==> src/common/dtc_consts.vh <==
`ifndef DTC_CONSTS_VH
`define DTC_CONSTS_VH

// ****************************************
// register indexes (byte address = 4 * index)
// ****************************************
`define DTC_IDX_RUN_FLAGS 8'h88
`define DTC_IDX_MODE 8'h89
`define DTC_IDX_T0_LOW 8'h8A
`define DTC_IDX_T1_LOW 8'h8B
`define DTC_IDX_T0_HIGH 8'h8C
`define DTC_IDX_T1_HIGH 8'h8D
`define DTC_IDX_PRESCALE 8'h8E

// ****************************************
// field positions
// ****************************************
`define DTC_BIT_GATE1 7
`define DTC_BIT_SRC1 6
`define DTC_BIT_MODE1_HI 5
`define DTC_BIT_MODE1_LO 4
`define DTC_BIT_GATE0 3
`define DTC_BIT_SRC0 2
`define DTC_BIT_MODE0_HI 1
`define DTC_BIT_MODE0_LO 0
`define DTC_BIT_OVF1 7
`define DTC_BIT_RUN1 6
`define DTC_BIT_OVF0 5
`define DTC_BIT_RUN0 4
`define DTC_BIT_PRESC1 4
`define DTC_BIT_PRESC0 3
`define DTC_PRESCALE_MASK 8'h18
`define DTC_RUN_FLAGS_MASK 8'hF0

// ****************************************
// mode codes, reset values, divisors
// ****************************************
`define DTC_MODE_13BIT 2'b00
`define DTC_MODE_16BIT 2'b01
`define DTC_MODE_RELOAD 2'b10
`define DTC_MODE_SPLIT 2'b11
`define DTC_RST_BYTE 8'h00
`define DTC_DIV_SLOW 12
`define DTC_DIV_FAST 6

`endif

==> src/rtl/dtc_tick_gen.v <==
`timescale 1ns/1ps
`include "dtc_consts.vh"

// ****************************************
// prescale tick: one-cycle enable every 12 or 6 clocks
// ****************************************
module dtc_tick_gen #(
  parameter DIV_SLOW = `DTC_DIV_SLOW,
  parameter DIV_FAST = `DTC_DIV_FAST,
  parameter CNT_W = 4
) (
  input wire clk_i,
  input wire rst_i,
  input wire fast_i,
  output reg tick_o
);
  // end points worked out wide, then cut to the counter width on purpose
  localparam integer LAST_SLOW_I = DIV_SLOW - 1;
  localparam integer LAST_FAST_I = DIV_FAST - 1;
  localparam [CNT_W-1:0] LAST_SLOW = LAST_SLOW_I[CNT_W-1:0];
  localparam [CNT_W-1:0] LAST_FAST = LAST_FAST_I[CNT_W-1:0];

  reg [CNT_W-1:0] cnt_reg;
  wire [CNT_W-1:0] last = fast_i ? LAST_FAST : LAST_SLOW;

  // >= so a switch to the short divide mid-count never overruns
  always @(posedge clk_i or posedge rst_i) begin
    if (rst_i) begin
      cnt_reg <= {CNT_W{1'b0}};
      tick_o <= 1'b0;
    end else if (cnt_reg >= last) begin
      cnt_reg <= {CNT_W{1'b0}};
      tick_o <= 1'b1;
    end else begin
      cnt_reg <= cnt_reg + 1'b1;
      tick_o <= 1'b0;
    end
  end
endmodule

==> src/rtl/dtc_timer.v <==
// Decided for this implementation: the APB slave port.
`timescale 1ns/1ps
`include "dtc_consts.vh"

// How it works
// timer 0 gated: counts only while its irq pin high and run bit set
// timer 0 source bit: clear counts prescaled clock, set counts count-pin falls
// mode register: timer 0 mode in bits 1:0, timer 1 in bits 5:4
// code 00: high byte 8-bit counter behind 5-bit low-byte prescaler
// code 01: full 16-bit counter of high and low bytes
// code 10: low byte counts, reloads from high byte on overflow
// code 11: timer 0 low byte is 8-bit counter under timer 0 controls
// code 11: timer 0 high byte counts internal clock, run by timer 1 bit
// timer 1 in code 11 stops and holds its count
// timer 0 internal clock is clock/12, or clock/6 with its prescale bit
// timer 1 internal clock is clock/12, or clock/6 with its prescale bit
// timer 1 gating and source select mirror timer 0 using its own pins
// each timer has a software run bit that starts and stops it
// overflow sets flag; vectoring clears it; software may set or clear
// in split mode timer 0 high-byte overflow sets timer 1 flag
module dtc_timer #(
  parameter ADDR_W = 10
) (
  input wire REF_CLK_I,
  input wire RST_I,
  input wire PSEL_I,
  input wire PENABLE_I,
  input wire PWRITE_I,
  input wire [ADDR_W-1:0] PADDR_I,
  input wire [31:0] PWDATA_I,
  output reg [31:0] PRDATA_O,
  output reg PREADY_O,
  output reg PSLVERR_O,
  input wire EXT_IRQ_PIN_ZERO_I,
  input wire EXT_IRQ_PIN_ONE_I,
  input wire COUNT_PIN_ZERO_I,
  input wire COUNT_PIN_ONE_I,
  input wire TIMER0_VECTOR_I,
  input wire TIMER1_VECTOR_I,
  output reg TIMER0_OVERFLOW_FLAG_O,
  output reg TIMER1_OVERFLOW_FLAG_O
);

  // ****************************************
  // functions
  // ****************************************

  // register index decode, shared by the write and read paths
  function hit;
    input [ADDR_W-1:0] addr;
    input [7:0] idx;
    reg [ADDR_W-1:0] want;
    begin
      want = {ADDR_W{1'b0}};
      // byte address is four times the index, low two bits zero
      want[9:2] = idx;
      hit = (addr == want);
    end
  endfunction

  // falling edge of a synchronous pin: high last sample, low now
  function pin_fall;
    input prev;
    input cur;
    begin
      pin_fall = prev & ~cur;
    end
  endfunction

  // one counting step: {overflow, high, low}
  function [16:0] dtc_step;
    input [1:0] mode;
    input [7:0] lo;
    input [7:0] hi;
    input inc;
    reg [13:0] s13;
    reg [16:0] s16;
    reg [8:0] s8;
    begin
      s13 = {1'b0, hi, lo[4:0]} + 14'h0001;
      s16 = {1'b0, hi, lo} + 17'h00001;
      s8 = {1'b0, lo} + 9'h001;
      dtc_step = {1'b0, hi, lo};
      if (inc) begin
        case (mode)
          // 13-bit: low[7:5] ride along untouched
          `DTC_MODE_13BIT: dtc_step = {s13[13], s13[12:5], lo[7:5], s13[4:0]};
          // 16-bit: carry runs from low into high
          `DTC_MODE_16BIT: dtc_step = s16;
          // reload: high byte is the reload value and never counts
          `DTC_MODE_RELOAD: dtc_step = {s8[8], hi, (s8[8] ? hi : s8[7:0])};
          // split: low byte alone; the high byte has its own path
          default: dtc_step = {s8[8], hi, s8[7:0]};
        endcase
      end
    end
  endfunction

  // ****************************************
  // registers
  // ****************************************
  reg [7:0] mode_reg;
  reg [7:0] prescale_reg;
  reg run0_reg;
  reg run1_reg;
  reg [7:0] t0_low_reg;
  reg [7:0] t0_high_reg;
  reg [7:0] t1_low_reg;
  reg [7:0] t1_high_reg;
  reg cnt0_prev_reg;
  reg cnt1_prev_reg;
  reg [7:0] t0_low_next;
  reg [7:0] t0_high_next;
  reg [7:0] t1_low_next;
  reg [7:0] t1_high_next;
  reg ovf0_next;
  reg ovf1_next;

  wire tick0;
  wire tick1;

  // ****************************************
  // apb slave: one wait state, pready from a flop
  // ****************************************
  wire access = PSEL_I & PENABLE_I;
  wire wr_now = access & PREADY_O & PWRITE_I;
  wire wr_run = wr_now & hit(PADDR_I, `DTC_IDX_RUN_FLAGS);
  wire wr_mode = wr_now & hit(PADDR_I, `DTC_IDX_MODE);
  wire wr_t0l = wr_now & hit(PADDR_I, `DTC_IDX_T0_LOW);
  wire wr_t1l = wr_now & hit(PADDR_I, `DTC_IDX_T1_LOW);
  wire wr_t0h = wr_now & hit(PADDR_I, `DTC_IDX_T0_HIGH);
  wire wr_t1h = wr_now & hit(PADDR_I, `DTC_IDX_T1_HIGH);
  wire wr_psc = wr_now & hit(PADDR_I, `DTC_IDX_PRESCALE);

  wire mapped = hit(PADDR_I, `DTC_IDX_RUN_FLAGS) | hit(PADDR_I, `DTC_IDX_MODE) |
                hit(PADDR_I, `DTC_IDX_T0_LOW) | hit(PADDR_I, `DTC_IDX_T1_LOW) |
                hit(PADDR_I, `DTC_IDX_T0_HIGH) | hit(PADDR_I, `DTC_IDX_T1_HIGH) |
                hit(PADDR_I, `DTC_IDX_PRESCALE);

  wire [7:0] run_flags_view = {TIMER1_OVERFLOW_FLAG_O, run1_reg,
                               TIMER0_OVERFLOW_FLAG_O, run0_reg, 4'h0};

  reg [7:0] rd_byte;

  // read mux, narrow registers in the low byte
  always @* begin
    rd_byte = 8'h00;
    if (hit(PADDR_I, `DTC_IDX_RUN_FLAGS)) rd_byte = run_flags_view;
    if (hit(PADDR_I, `DTC_IDX_MODE)) rd_byte = mode_reg;
    if (hit(PADDR_I, `DTC_IDX_T0_LOW)) rd_byte = t0_low_reg;
    if (hit(PADDR_I, `DTC_IDX_T1_LOW)) rd_byte = t1_low_reg;
    if (hit(PADDR_I, `DTC_IDX_T0_HIGH)) rd_byte = t0_high_reg;
    if (hit(PADDR_I, `DTC_IDX_T1_HIGH)) rd_byte = t1_high_reg;
    if (hit(PADDR_I, `DTC_IDX_PRESCALE)) rd_byte = prescale_reg;
  end

  // answer in the second access cycle; data captured with it
  always @(posedge REF_CLK_I or posedge RST_I) begin
    if (RST_I) begin
      PREADY_O <= 1'b0;
      PSLVERR_O <= 1'b0;
      PRDATA_O <= 32'h00000000;
    end else if (access & ~PREADY_O) begin
      PREADY_O <= 1'b1;
      PSLVERR_O <= ~mapped;
      PRDATA_O <= PWRITE_I ? 32'h00000000 : {24'h000000, rd_byte};
    end else begin
      PREADY_O <= 1'b0;
      PSLVERR_O <= 1'b0;
    end
  end

  // ****************************************
  // prescale dividers
  // ****************************************
  wire [1:0] fast_sel = {prescale_reg[`DTC_BIT_PRESC1], prescale_reg[`DTC_BIT_PRESC0]};
  wire [1:0] tick_vec;
  genvar gi;

  // one divider per timer, each with its own prescale select
  generate
    for (gi = 0; gi < 2; gi = gi + 1) begin : g_tick
      dtc_tick_gen u_tick (
        .clk_i(REF_CLK_I),
        .rst_i(RST_I),
        .fast_i(fast_sel[gi]),
        .tick_o(tick_vec[gi])
      );
    end
  endgenerate

  assign tick0 = tick_vec[0];
  assign tick1 = tick_vec[1];

  // ****************************************
  // count enables
  // ****************************************
  wire [1:0] mode0 = mode_reg[`DTC_BIT_MODE0_HI:`DTC_BIT_MODE0_LO];
  wire [1:0] mode1 = mode_reg[`DTC_BIT_MODE1_HI:`DTC_BIT_MODE1_LO];
  wire split0 = (mode0 == `DTC_MODE_SPLIT);

  // pins are synchronous; a fall is last sample high, now low
  wire fall0 = pin_fall(cnt0_prev_reg, COUNT_PIN_ZERO_I);
  wire fall1 = pin_fall(cnt1_prev_reg, COUNT_PIN_ONE_I);

  wire go0 = run0_reg & (~mode_reg[`DTC_BIT_GATE0] | EXT_IRQ_PIN_ZERO_I);
  wire go1 = run1_reg & (~mode_reg[`DTC_BIT_GATE1] | EXT_IRQ_PIN_ONE_I);
  wire inc0 = go0 & (mode_reg[`DTC_BIT_SRC0] ? fall0 : tick0);
  wire inc1 = go1 & (mode_reg[`DTC_BIT_SRC1] ? fall1 : tick1) &
              (mode1 != `DTC_MODE_SPLIT);
  // split high byte: internal clock only, gating ignored
  wire inc0_high = split0 & run1_reg & tick0;

  wire [16:0] step0 = dtc_step(mode0, t0_low_reg, t0_high_reg, inc0);
  wire [16:0] step1 = dtc_step(mode1, t1_low_reg, t1_high_reg, inc1);
  wire [8:0] split_high = {1'b0, t0_high_reg} + 9'h001;
  wire split_ovf = inc0_high & split_high[8];

  // overflow sources; split mode lends the timer 0 high byte to timer 1
  wire set0 = step0[16];
  wire set1 = step1[16] | split_ovf;

  // next counts; a software write to a count byte wins over counting
  always @* begin
    t0_low_next = wr_t0l ? PWDATA_I[7:0] : step0[7:0];
    t0_high_next = step0[15:8];
    if (inc0_high) t0_high_next = split_high[7:0];
    if (wr_t0h) t0_high_next = PWDATA_I[7:0];
    t1_low_next = wr_t1l ? PWDATA_I[7:0] : step1[7:0];
    t1_high_next = wr_t1h ? PWDATA_I[7:0] : step1[15:8];
  end

  // flags: hardware set beats both software and vector clears
  always @* begin
    ovf0_next = TIMER0_OVERFLOW_FLAG_O;
    if (TIMER0_VECTOR_I) ovf0_next = 1'b0;
    if (wr_run) ovf0_next = PWDATA_I[`DTC_BIT_OVF0];
    if (set0) ovf0_next = 1'b1;
    ovf1_next = TIMER1_OVERFLOW_FLAG_O;
    if (TIMER1_VECTOR_I) ovf1_next = 1'b0;
    if (wr_run) ovf1_next = PWDATA_I[`DTC_BIT_OVF1];
    if (set1) ovf1_next = 1'b1;
  end

  // ****************************************
  // state update
  // ****************************************

  // software-owned setup bits
  always @(posedge REF_CLK_I or posedge RST_I) begin
    if (RST_I) begin
      mode_reg <= `DTC_RST_BYTE;
      prescale_reg <= `DTC_RST_BYTE;
      run0_reg <= 1'b0;
      run1_reg <= 1'b0;
    end else begin
      if (wr_mode) begin
        mode_reg <= PWDATA_I[7:0];
      end
      // reserved prescale bits stay zero so a read shows only live bits
      if (wr_psc) begin
        prescale_reg <= PWDATA_I[7:0] & `DTC_PRESCALE_MASK;
      end
      if (wr_run) begin
        run0_reg <= PWDATA_I[`DTC_BIT_RUN0];
        run1_reg <= PWDATA_I[`DTC_BIT_RUN1];
      end
    end
  end

  // count bytes; the next values already carry the write-wins choice
  always @(posedge REF_CLK_I or posedge RST_I) begin
    if (RST_I) begin
      t0_low_reg <= `DTC_RST_BYTE;
      t0_high_reg <= `DTC_RST_BYTE;
      t1_low_reg <= `DTC_RST_BYTE;
      t1_high_reg <= `DTC_RST_BYTE;
    end else begin
      t0_low_reg <= t0_low_next;
      t0_high_reg <= t0_high_next;
      t1_low_reg <= t1_low_next;
      t1_high_reg <= t1_high_next;
    end
  end

  // pin history; reset low so a pin idling high shows no fall at release
  always @(posedge REF_CLK_I or posedge RST_I) begin
    if (RST_I) begin
      cnt0_prev_reg <= 1'b0;
      cnt1_prev_reg <= 1'b0;
    end else begin
      cnt0_prev_reg <= COUNT_PIN_ZERO_I;
      cnt1_prev_reg <= COUNT_PIN_ONE_I;
    end
  end

  // flags feed the output pins straight from these flops
  always @(posedge REF_CLK_I or posedge RST_I) begin
    if (RST_I) begin
      TIMER0_OVERFLOW_FLAG_O <= 1'b0;
      TIMER1_OVERFLOW_FLAG_O <= 1'b0;
    end else begin
      TIMER0_OVERFLOW_FLAG_O <= ovf0_next;
      TIMER1_OVERFLOW_FLAG_O <= ovf1_next;
    end
  end
endmodule

==> config.mk <==
export PLATFORM = sky130hd
export DESIGN_NAME = dtc_timer
export DESIGN_NICKNAME = d
export VERILOG_FILES = /design/src/rtl/dtc_tick_gen.v /design/src/rtl/dtc_timer.v
export VERILOG_INCLUDE_DIRS = /design/src /design/src/common
export SDC_FILE = /design/constraint.sdc
export NUM_CORES = 1
export LEC_CHECK = 0
export BUFFER_PORTS_ARGS = -buffer_cell sky130_fd_sc_hd__buf_2
export CAP_MARGIN = 20
export CORE_UTILIZATION = 25
export CTS_BUF_LIST = sky130_fd_sc_hd__clkbuf_8
export DETAILED_ROUTE_END_ITERATION = 10
export GPL_TIMING_DRIVEN = 0
export SLEW_MARGIN = 20
export SYNTH_ARGS = -nofsm -noshare
export SYNTH_HDL_FRONTEND = slang
export SYNTH_HIERARCHICAL = 1
export SYNTH_SLANG_ARGS = --single-unit
==> constraint.sdc <==
create_clock -name REF_CLK_I -period 3.41 [get_ports REF_CLK_I]
set_input_delay 0.5115 -clock REF_CLK_I [delete_from_list [all_inputs] [get_ports REF_CLK_I]]
set_output_delay 0.5115 -clock REF_CLK_I [all_outputs]
set_load 0.01 [all_outputs]
---- Word-level counts from Yosys, hierarchy flattened ----
Index checks and enable logic that the tools add are counted.
storage, ports and cells
  flip-flop bits (word level) ............. 92
  input bits .............................. 53
  word-level logic and storage cells ...... 134
operators by class
  $add $sub $neg .......................... 9
  $lt $le $gt $ge ......................... 2
  eq/ne operators ......................... 17
  multiplexer cells ....................... 35
  bitwise logic cells ..................... 36
  reduce and logical (&&, ||, !) cells .... 14
operators with widths
  operator                                                                number
  8-bit two-way mux                                                       15
  17-bit one-hot mux with 3 select lines                                  2
  10-bit equality test (second input constant)                            7
  16-bit by 1-bit adder with 17-bit output (second input constant)        2
  17-bit two-way mux                                                      2
  13-bit by 1-bit adder with 14-bit output (second input constant)        2
  8-bit by 1-bit adder with 9-bit output (second input constant)          3
  1-bit AND                                                               21
  4-bit two-way mux                                                       4
  1-bit two-way mux                                                       12
  3-bit nonzero test                                                      4
  1-bit bitwise OR                                                        9
  4-bit by 1-bit adder with 4-bit output (second input constant)          2
  4-bit greater-or-equal comparator                                       2
  2-bit inequality test (second input constant)                           4
  2-bit equality test (second input constant)                             3
  1-bit inverter                                                          6
  3-bit AND reduction                                                     2
  2-bit nonzero test                                                      3
  2-bit by 1-bit equality test with 1-bit output (second input constant)  2
  2-bit zero test                                                         2
  2-bit AND reduction                                                     2
  4-bit nonzero test                                                      1
  3-bit inequality test (second input constant)                           1

---- Longest topological paths before layout ----
Gate-level depths: netlist (run 1).
  depth in word-level cells ............... 9
  depth in mapped cells ................... 8
  depth with buffers taken out ............ 7

---- By module ----
The synthesis (run 1) kept the hierarchy.
by module, submodules not included
  module        times used  cells an instance  area an instance (um^2)  seq. area each (um^2)
  dtc_timer     1           485                4,142.7                  1,451.4
  dtc_tick_gen  2           23                 250.2                    125.1

---- Worst setup path before layout (run 1) ----
Ideal clock, no wire load.
  path kind ............................... reg-to-reg
  from .................................... reg t0_low_reg[0]
  to ...................................... reg t0_low_reg[1]
  data arrival time ....................... 1,883 ps
  slack ................................... 1,402 ps
  stages on the path, launching flop included .. 9
  buffers on the path ..................... 1
  cells stage by stage .................... dfrtp_1 ha_1 and4_1 clkbuf_1 nand2_1 nor2_2 mux2i_1 o21ai_0 mux2_2
between the ends
  longest elaborated chain between the ends .. 5
  elaborated cells on any way between the ends .. 7
  those cells by class .................... 3 x add/sub; 4 x mux
RTL lines
  element                                   RTL line         RTL
  start, declared                           dtc_timer.v:106  reg [7:0] t0_low_reg;
  start signal, assigned                    dtc_timer.v:274  t0_low_reg <= `DTC_RST_BYTE;
  start signal, assigned                    dtc_timer.v:279  t0_low_reg <= t0_low_next;
  8-bit by 1-bit adder with 9-bit output    dtc_timer.v:82   s8 = {1'b0, lo} + 9'h001;
  8-bit two-way mux                         dtc_timer.v:91   `DTC_MODE_RELOAD: dtc_step = {s8[8], hi, (s8[8] ? hi : s8[7:0])};
  17-bit one-hot mux with 3 select lines *  dtc_timer.v:85   case (mode)
  17-bit two-way mux *                      dtc_timer.v:84   if (inc) begin
  8-bit two-way mux *                       dtc_timer.v:225  t0_low_next = wr_t0l ? PWDATA_I[7:0] : step0[7:0];
Mark *: on every way between the ends. The rest lies on a longest branch, timed or not. The select of a mux whose other input is x is not followed.
A chain may end at the register's enable or synchronous reset.

---- Worst setup path in the final report (run 1) ----
Same ends and word-level chain as after synthesis.

==> results of run 1 <==
==> per-stage QoR <==
step	std cells	hold slack, ns	util (%)
6_report	837	0.08396	29.93
4_1_cts	836	0.07338	29.92
5_1_grt	837	0.08550	29.93
3_3_place_gp	821	0.4407	28.79
3_5_place_dp	822	0.4571	28.95
2_1_floorplan	554	0.2900	-
==> path summary, 6_finish.rpt <==
kind / slack (ns) / to / start / cells after the start
max reg2reg: 0.92 / t0_low_reg[1] / t0_low_reg[0] / 8
min reg2reg: 0.47 / PRDATA_O[3] / PRDATA_O[3] / 2
min: 0.08 / g_tick[0].u_tick/cnt_reg[2] / RST_I / 2
max: 0.92 / t0_low_reg[1] / t0_low_reg[0] / 8
max in group asynchronous: 2.82 / t0_high_reg[3] / RST_I / 3
min in group REF_CLK_I: 0.27 / cnt0_prev_reg / COUNT_PIN_ZERO_I / 1
==> cells by family (layout without fill, tap and decap cells) <==
group,count (synthesis),count (layout),synth area share [%]
and+or+nand+nor,206,206,22.69
AOI/OAI and AO/OA,136,136,19.16
DFF,68,68,36.65
buffers and inverters,61,114,7.356
muxes,28,28,7.330
xor gates and xnor gates,20,20,3.773
adders and majority gates,11,11,2.964
other,1,25,0.08076
==> critical path, cell delays in order (launching register included) <==
cell	delay [ns]
dfrtp_1	0.49
ha_1	0.30
and4_1	0.21
clkbuf_1	0.25
nand2_1	0.15
nor2_2	0.39
mux2i_1	0.23
o21ai_0	0.09
mux2_2	0.28
==> power by group <==
| group | internal (mW) | total, mW | switching (mW) |
|---|---|---|---|
| registers | 0.919 | 1.05 | 0.133 |
| clock network | 0.313 | 0.620 | 0.307 |
| logic | 0.284 | 0.663 | 0.379 |
| total | 1.52 | 2.33 | 0.818 |
==> metal layers <==
metal  global-route usage (%)  share of wire, %  wire, um
met1                    20.43                46      6420
met2                    22.69                44      6070
met3                    3.395               6.9       946
met4                    5.914               2.7       370
met5                        0                 0         0
==> layout make-up <==
type	instances	area, sq um
timing repair buffer	39	217.7
inverter	12	47.55
clock buffer	12	165.2
clock inverter	2	10.01
multi-input combinational	425	2686
antenna	1	2.502
tap	229	286.5
sequential	68	1702
buffer	49	296.5
fill	1919	12670
==> placed cells by master, fill, tap and decap left out, types with 9 or more instances in the layout <==
cell      count
dfrtp_1      68
nand2_1      59
nor2_1       58
buf_2        41
o21ai_0      38
a21oi_1      34
buf_4        24
conb_1       24
nand3_1      18
clkbuf_1     17
mux2_2       15
xor2_1       13
clkbuf_8     13
inv_1        11
ha_1         11
nor3_1       10
mux2i_1      10
a31oi_1       9
==> flow_summary.yaml, run 1 <==
grt:
  grt_pass1_vias: 3918
  grt_max_degree: 45
  grt_antenna_before_repair: 1
  grt_overflow: 0
  grt_usage_pct: 14.91
  grt_first_pass_wirelength_um: 21930
sta:
  worst_pin_slew_ns: 1.034
  timing_hold_violations_final: 0
  slew_violations: 0
  worst_slack_ns: 0.9214
  fin_crit_sh_pct: 72.98
  tns_ns: 0
  timing.fmax_ghz: 0.4018
  setup_viol: 0
  slew_headroom_pct: 30.53
  min_period_ns: 2.489
  rsz0062_at_grt: "no"
  clock_skew_ns: 0.01082
critical_path:
  arrival_ns: 2.74
  path_class: "reg2reg"
  end_kind: "flip-flop"
  required_ns: 3.66
  critPathMaxFanout: 8
  worstSetupStartpointType: "flip-flop"
placed_design:
  io_buffers: 38
  dp_hpwl_um: 10410
  postPlaceCellArea_sq_mm: 0.005236
  routabilityCongestion: 0.9278
  pre_cts_ws_ns: 0.8414
clock_network:
  cts_max_level: 3
  cts_sinks: 68
  post-cts-setup-buffer-count: 0
  hold_buffers: 0
  path_clk_slew_ns: 0.07
  cts_max_path_buffers: 2
  cts_tree: "built"
  ctsRootBufferMaster: "clkbuf_8"
  cts_resized: 0
  clock_latency_ns: 0.36
  cts_buffers: 9
route:
  wl_um: 13810
  vias: 4241
  wire_per_inst_um: 16.50
  drc: 16
  drt_first_pass_iters: 8
  drtAntennaViolNets: 0
  drtIter0Drc: 306
  viasPerCell: 5.067
layout:
  final_area_sq_mm: 0.005414
  nets: 668
  synthToLayoutAreaGrowth_pct: 16.60
  drive_above_1_share_pct: 21.58
die:
  die-height_um: 138.3
  fp-row-count: 49
  die-width_um: 138.3
  core_area_sq_mm: 0.01809
  die-area_sq_mm: 0.01912
  start_util_pct: 25.67
  ioPinCount: 89
yosys:
  synthCells: 531
  synth_seq_area_share_pct: 36.65
  synth.most_common_cell: "dfrtp_1"
  synth_edf_count: 0
  ys_types: 72
  synth_area_sq_mm: 0.004643
  synth_area_per_cell_sq_um: 8.744
  synth_seq_cells: 68
  async_reset_ff_share_pct: 100.0
  netlist.area_leader.share_pct: 36.65
  ys.flop_type: "dfrtp_1"
  synth_warnings: 6
  yosys.area.top_type: "dfrtp_1"
  synthTopCellsByArea: "dfrtp_1 (37%), nand2_1 (4.8%), nor2_1 (4.7%)"
  netlist_top_cells_count: "dfrtp_1 (68), nand2_1 (59), nor2_1 (58)"
power:
  max-vdd-ir-drop_mv: 0.1794
  pwr_density_cell_mw_per_mm2: 431.1
  leakage_nw: 2.339
  finalPower_mw: 2.334
outcome:
  violations: "DRC"
  status: "complete, but fails checks"
min_path:
  hold_class: "in2async"
job:
  drv_cap: 0
Note: power is estimated with default switching activity, not from simulation.
==> run 2: changes to the inputs <==
==> constraint.sdc (replaced) <==
create_clock -name REF_CLK_I -period 2 [get_ports REF_CLK_I]
set_input_delay 0.3 -clock REF_CLK_I [delete_from_list [all_inputs] [get_ports REF_CLK_I]]
set_output_delay 0.3 -clock REF_CLK_I [all_outputs]
set_load 0.01 [all_outputs]
==> run 2 against run 1 <==
Against the previous run: the run still ends with DRC left; critical path type unchanged; utilization rose by 1.5 points; non-clock buffer count rose by 15; sequential cell count did not move; sequential power rose by 70%; sequential share of layout area fell by 1.3 points.
==> flow_summary.yaml, run 2 (same netlist as run 1, synthesis figures left out) <==
outcome:
  status: "complete, but fails checks"
  violations: "DRC"
die:
  fp-row-count: 49
  die-width_um: 138.3
  ioPinCount: 89
  die-area_sq_mm: 0.01912
  die-height_um: 138.3
  start_util_pct: 25.67
  core_area_sq_mm: 0.01809
route:
  drt_first_pass_iters: 8
  wl_um: 14090
  wire_per_inst_um: 16.55
  drtAntennaViolNets: 0
  viasPerCell: 5.082
  vias: 4325
  drtIter0Drc: 415
  drc: 14
critical_path:
  cp-startpoint: "mode_reg[2]"
  critPathMaxFanout: 5
  arrival_ns: 2.21
  worstSetupStartpointType: "flip-flop"
  required_ns: 2.28
  r2r-start: "mode_reg[2]"
  path_class: "reg2reg"
  end_kind: "flip-flop"
clock_network:
  cts_max_path_buffers: 2
  cts_max_level: 3
  cts_buffers: 9
  cts_tree: "built"
  ctsRootBufferMaster: "clkbuf_8"
  clock_latency_ns: 0.37
  path_clk_slew_ns: 0.08
  cts_sinks: 68
layout:
  drive_above_1_share_pct: 28.30
  final_area_sq_mm: 0.005689
  nets: 683
  final_cell_mix: "dfrtp_1 (59), nand2_1 (57), nor2_1 (54), buf_2 (41), buf_4 (41)"
  nFillCells: 1908
  post-route-util_pct: 31.46
  synthToLayoutAreaGrowth_pct: 22.53
  final_cell_count_no_fill: 851
  diodes: 0
  final_common_cell: "dfrtp_1"
grt:
  grt_antenna_before_repair: 0
  grt_overflow: 0
  grt_first_pass_wirelength_um: 22000
  grt_max_degree: 31
  grt_usage_pct: 14.94
  grt_pass1_vias: 3996
placed_design:
  dp_hpwl_um: 10270
  pre_cts_ws_ns: -0.3574
  dpl.cell_count: 822
  routabilityCongestion: 0.9131
  postPlaceCellArea_sq_mm: 0.005234
  io_buffers: 38
power:
  pwr_density_cell_mw_per_mm2: 703.6
  finalPower_mw: 4.003
  max-vdd-ir-drop_mv: 0.3431
  leakage_nw: 2.467
sta:
  worst_slack_ns: 0.06659
  min_period_ns: 1.933
  setup_viol: 0
  slew_violations: 0
  clock_skew_ns: 0.01862
  timing_hold_violations_final: 0
  timing.fmax_ghz: 0.5172
  tns_ns: 0
  holdWs_ns: 0.06567
  rsz0062_at_grt: "yes"
  worst_pin_slew_ns: 0.6589
  fin_crit_sh_pct: 96.67
  slew_headroom_pct: 56.07
job:
  drv_cap: 0
min_path:
  hold_class: "in2reg"
  min_from: "COUNT_PIN_ZERO_I"
run 2: cell type report:
class / instances / area [sq um] / area share, %
Buffer: 45 / 282.8 / 4.970
Clock buffer: 10 / 137.6 / 2.419
Clock inverter: 4 / 18.77 / 0.3299
Inverter: 12 / 47.55 / 0.8357
Multi-Input combinational cell: 425 / 2835 / 49.84
Sequential cell: 68 / 1713 / 30.11
Tap cell: 229 / 286.5 / 5.036
Timing Repair Buffer: 58 / 367.9 / 6.466
run 2: per-layer routing:
metal	up-vias	track usage, %	wire length (um)
met2	186	22.40	6219
met4	0	6.032	454
met1	2073	20.39	6322
met3	24	3.879	1091
met5	-	0	0
li1	2042	-	-
run 2: worst max-delay path, stage by stage (launching register included):
cell       delay (ns)
dfrtp_2          0.45
nand2b_2         0.24
a2111oi_4        0.39
buf_4            0.21
a21oi_1          0.08
and3_1           0.21
a311oi_1         0.27
run 2: what timing repair did:
action | 4_1_cts | 5_1_grt
resized for setup | 20 | 23
pin swaps | 5 | 6
endpoints found under the setup margin | 30 | 29
hold buffers | 1 | 0
setup buffers | 8 | 10
endpoints found under the hold margin | 38 | 0
run 2: path summary, 6_finish.rpt:
kind | cells after the start | slack (ns) | endpoint
worst max register to register | 6 | 0.07 | t0_high_reg[5]
max in group asynchronous | 4 | 0.98 | mode_reg[2]
worst min-delay path | 1 | 0.07 | cnt0_prev_reg
min in group asynchronous | 3 | 0.44 | g_tick[1].u_tick/cnt_reg[0]
worst min register to register | 2 | 0.47 | PRDATA_O[4]
worst max-delay path | 6 | 0.07 | t0_high_reg[5]
run 2: power breakdown:
| part | switching (mW) | internal (mW) | total (mW) |
|---|---|---|---|
| combinational | 0.690 | 0.531 | 1.22 |
| sequential | 0.215 | 1.57 | 1.79 |
| clock | 0.538 | 0.459 | 0.996 |
==> run 3: changes to the inputs <==
--- a/config.mk
+++ b/config.mk
@@ -15,5 +15,4 @@
 export SLEW_MARGIN = 20
 export SYNTH_ARGS = -nofsm -noshare
 export SYNTH_HDL_FRONTEND = slang
-export SYNTH_HIERARCHICAL = 1
 export SYNTH_SLANG_ARGS = --single-unit
==> run 3 against run 2 <==
Against the previous run: the run now ends clean; via count shrank 0.99%; routed wire length shrank 0.36%; power shrank 19%; cell count shrank 1.5%; combinational power shrank 59%; die area shrank 1.4%; clock-buffer cell count is the same; highest routed layer is now met5.
==> flow_summary.yaml, run 3 <==
layout:
  nFillCells: 1894
  drive_above_1_share_pct: 25.94
  final_common_cell: "dfrtp_1"
  final_cell_mix: "dfrtp_1 (61), nand2_1 (49), buf_2 (47), nor2_1 (43), o21ai_0 (42)"
  nets: 669
  synthToLayoutAreaGrowth_pct: 22.88
  multi_input_area_sq_mm: 0.002723
  area.sequential_sq_mm: 0.001710
  final_cell_count_no_fill: 838
  diodes: 0
sta:
  worst_pin_slew_ns: 0.7477
  slew_headroom_pct: 49.88
  setup_viol: 0
  slew_violations: 0
  rsz0062_at_grt: "yes"
  timing.fmax_ghz: 0.5156
  fin_crit_sh_pct: 96.98
  min_period_ns: 1.940
  holdWs_ns: 0.04628
  timing_hold_violations_final: 0
  clock_skew_ns: 0.008170
min_path:
  holdPathEnd: "cnt1_prev_reg"
  min_from: "COUNT_PIN_ONE_I"
  hold_class: "in2reg"
  min_path_cells: 1
yosys:
  synth.most_common_cell: "dfrtp_1"
  synth_seq_cells: 68
  ys_types: 75
  netlist_top_cells_count: "dfrtp_1 (68), nand2_1 (50), nor2_1 (45)"
  yosys.area.top_type: "dfrtp_1"
  synth_edf_count: 0
  synth_seq_area_share_pct: 37.17
  ys.flop_type: "dfrtp_1"
  netlist.area_leader.share_pct: 37.17
  async_reset_ff_share_pct: 100.0
  synthTopCellsByArea: "dfrtp_1 (37%), o21ai_0 (4.7%), buf_4 (4.1%)"
  synth_area_per_cell_sq_um: 8.890
  synth_warnings: 0
  synthCells: 515
  synth_area_sq_mm: 0.004578
critical_path:
  crit_top_cell: "and4_1"
  slowest_delay_ns: 0.46
  worstSetupStartpointType: "flip-flop"
  crit_buf_inv: 1
  r2r_setup_slack_ns: 0.06
  cp_slowest_cell: "dfrtp_2"
  end_kind: "flip-flop"
  rr_endpoint: "t0_low_reg[5]"
  arrival_ns: 2.20
  cp_num_cells: 7
  r2r-start: "t0_low_reg[0]"
  critPathMaxFanout: 10
  rr_worst_depth: 7
  required_ns: 2.26
  cpLargestDelayFamily: "compound AO/OA/AOI/OAI gates"
  worstPathCellList: "ha_4 > and4_1 > and4_1 > buf_4 > a21oi_1 > a2111oi_2 > a211o_1"
  path_class: "reg2reg"
grt:
  grt_first_pass_wirelength_um: 21710
  grt_max_degree: 33
  grt_pass1_vias: 3883
  grt_usage_pct: 15.56
  grt_antenna_before_repair: 1
  grt_overflow: 0
placed_design:
  routabilityCongestion: 0.8960
  dpl.cell_count: 809
  dp_hpwl_um: 10320
  io_buffers: 40
die:
  die-height_um: 137.3
  fp-row-count: 49
  start_util_pct: 25.49
  core_area_sq_mm: 0.01796
  die-width_um: 137.3
  ioPinCount: 89
  die-area_sq_mm: 0.01886
power:
  p_sw_mw: 0.9390
  combPwrFrac_pct: 15.6
  clkPwrFrac_pct: 36.1
  max-vdd-ir-drop_mv: 0.3037
  finalPower_mw: 3.237
  leakage_nw: 2.442
  swShare_pct: 29.01
  p_int_mw: 2.298
  pwr_density_cell_mw_per_mm2: 575.4
  p_seq_share_pct: 48.3
clock_network:
  cts_buffers: 9
  cts_tree: "built"
  cts_max_level: 3
  clock_latency_ns: 0.37
  ctsRootBufferMaster: "clkbuf_8"
  cts_sinks: 68
  cts_max_path_buffers: 2
  path_clk_slew_ns: 0.08
route:
  wl_um: 14040
  drc: 0
  drtAntennaViolNets: 0
  wire_per_inst_um: 16.75
  drt_first_pass_iters: 5
  vias: 4282
  drtIter0Drc: 357
  viasPerCell: 5.110
job:
  drv_cap: 0
outcome:
  status: "finished, final reports clean"
run 3: changes by cell type after synthesis, sizes merged, moves of 4 or more:
| cell | delta |
|---|---|
| xnor2 | +7 |
| inv | +6 |
| a211oi | -4 |
| a21o | +5 |
| nor2 | -14 |
| and4 | +4 |
| o22ai | +4 |
| mux2 | -8 |
| xor2 | -4 |
| clkbuf | -8 |
| nand2 | -9 |
| buf | +5 |
run 3: power by group through the flow:
stage                     logic, mW  registers [mW]  clock network [mW]
after floorplan               0.362            1.57                   0
after global placement        0.483            1.59                   0
after detailed placement      0.505            1.59                   0
after CTS                     0.510            1.57                1.19
after global routing          0.595            1.58                1.25
final                         0.506            1.56                1.17
run 3: metal layers:
metal / share of wire, % / vias to the layer above / global-route usage [%] / routed length, um
met3: 6.3 / 27 / 4.047 / 890
met2: 45 / 160 / 23.71 / 6288
li1: - / 2009 / - / -
met5: 0.057 / - / 0 / 8
met4: 2.8 / 2 / 6.777 / 387
met1: 46 / 2084 / 20.63 / 6463
run 3: how the worst max path moves through the flow:
| stage | startpoint | end |
|---|---|---|
| floorplan | t0_low_reg[0] | t0_high_reg[6] |
| global placement | PADDR_I[7] | t0_low_reg[5] |
| detailed placement | PADDR_I[7] | t0_low_reg[5] |
| CTS | mode_reg[2] | t0_high_reg[6] |
| global route | t1_low_reg[0] | t1_low_reg[2] |
| finish | t0_low_reg[0] | t0_low_reg[5] |
run 3: worst register-to-register path, stage by stage, from the launching register on:
cell	delay [ns]
dfrtp_2	0.46
ha_4	0.19
and4_1	0.24
and4_1	0.20
buf_4	0.17
a21oi_1	0.21
a2111oi_2	0.08
a211o_1	0.29
run 3: cell type report:
type / count / area share [%]
clock buffers: 10 / 2.447
repair buffers: 56 / 6.250
plain buffers: 46 / 5.205
well taps: 229 / 5.093
clock inverters: 5 / 0.9342
multi-input cells: 406 / 48.40
flip-flops and latches: 68 / 30.40
inverters: 18 / 1.268
run 3: timing repair:
item | CTS | global route
endpoints found under the setup margin | 12 | 20
endpoints found under the hold margin | 7 | 0
resized for setup | 11 | 22
setup buffers | 6 | 7
hold buffers | 1 | 0
pin swaps | 3 | 10
run 3: cell families (layout without fill, tap and decap cells):
| group | after synthesis | count (layout) | synth area share [%] |
|---|---|---|---|
| mux | 20 | 20 | 5.111 |
| buf+inv | 64 | 135 | 7.762 |
| fa+ha+maj | 11 | 11 | 3.006 |
| flops | 68 | 68 | 37.17 |
| simple gates | 186 | 186 | 21.92 |
| other cells | 1 | 24 | 0.08191 |
| xor+xnor | 23 | 23 | 4.400 |
| compound gates | 142 | 142 | 20.55 |
run 3: stage by stage:
stage          util [%]  cell area [sq um]  TNS, ns  worst slack, ns
2_1_floorplan         -               4668        0           0.1665
3_3_place_gp      28.70               5155   -2.831          -0.2724
5_1_grt           31.32               5625  -0.1563         -0.04225
6_report          31.32               5625        0          0.06047
4_1_cts           30.57               5492        0        0.0005367
3_5_place_dp      28.92               5195   -5.361          -0.3065
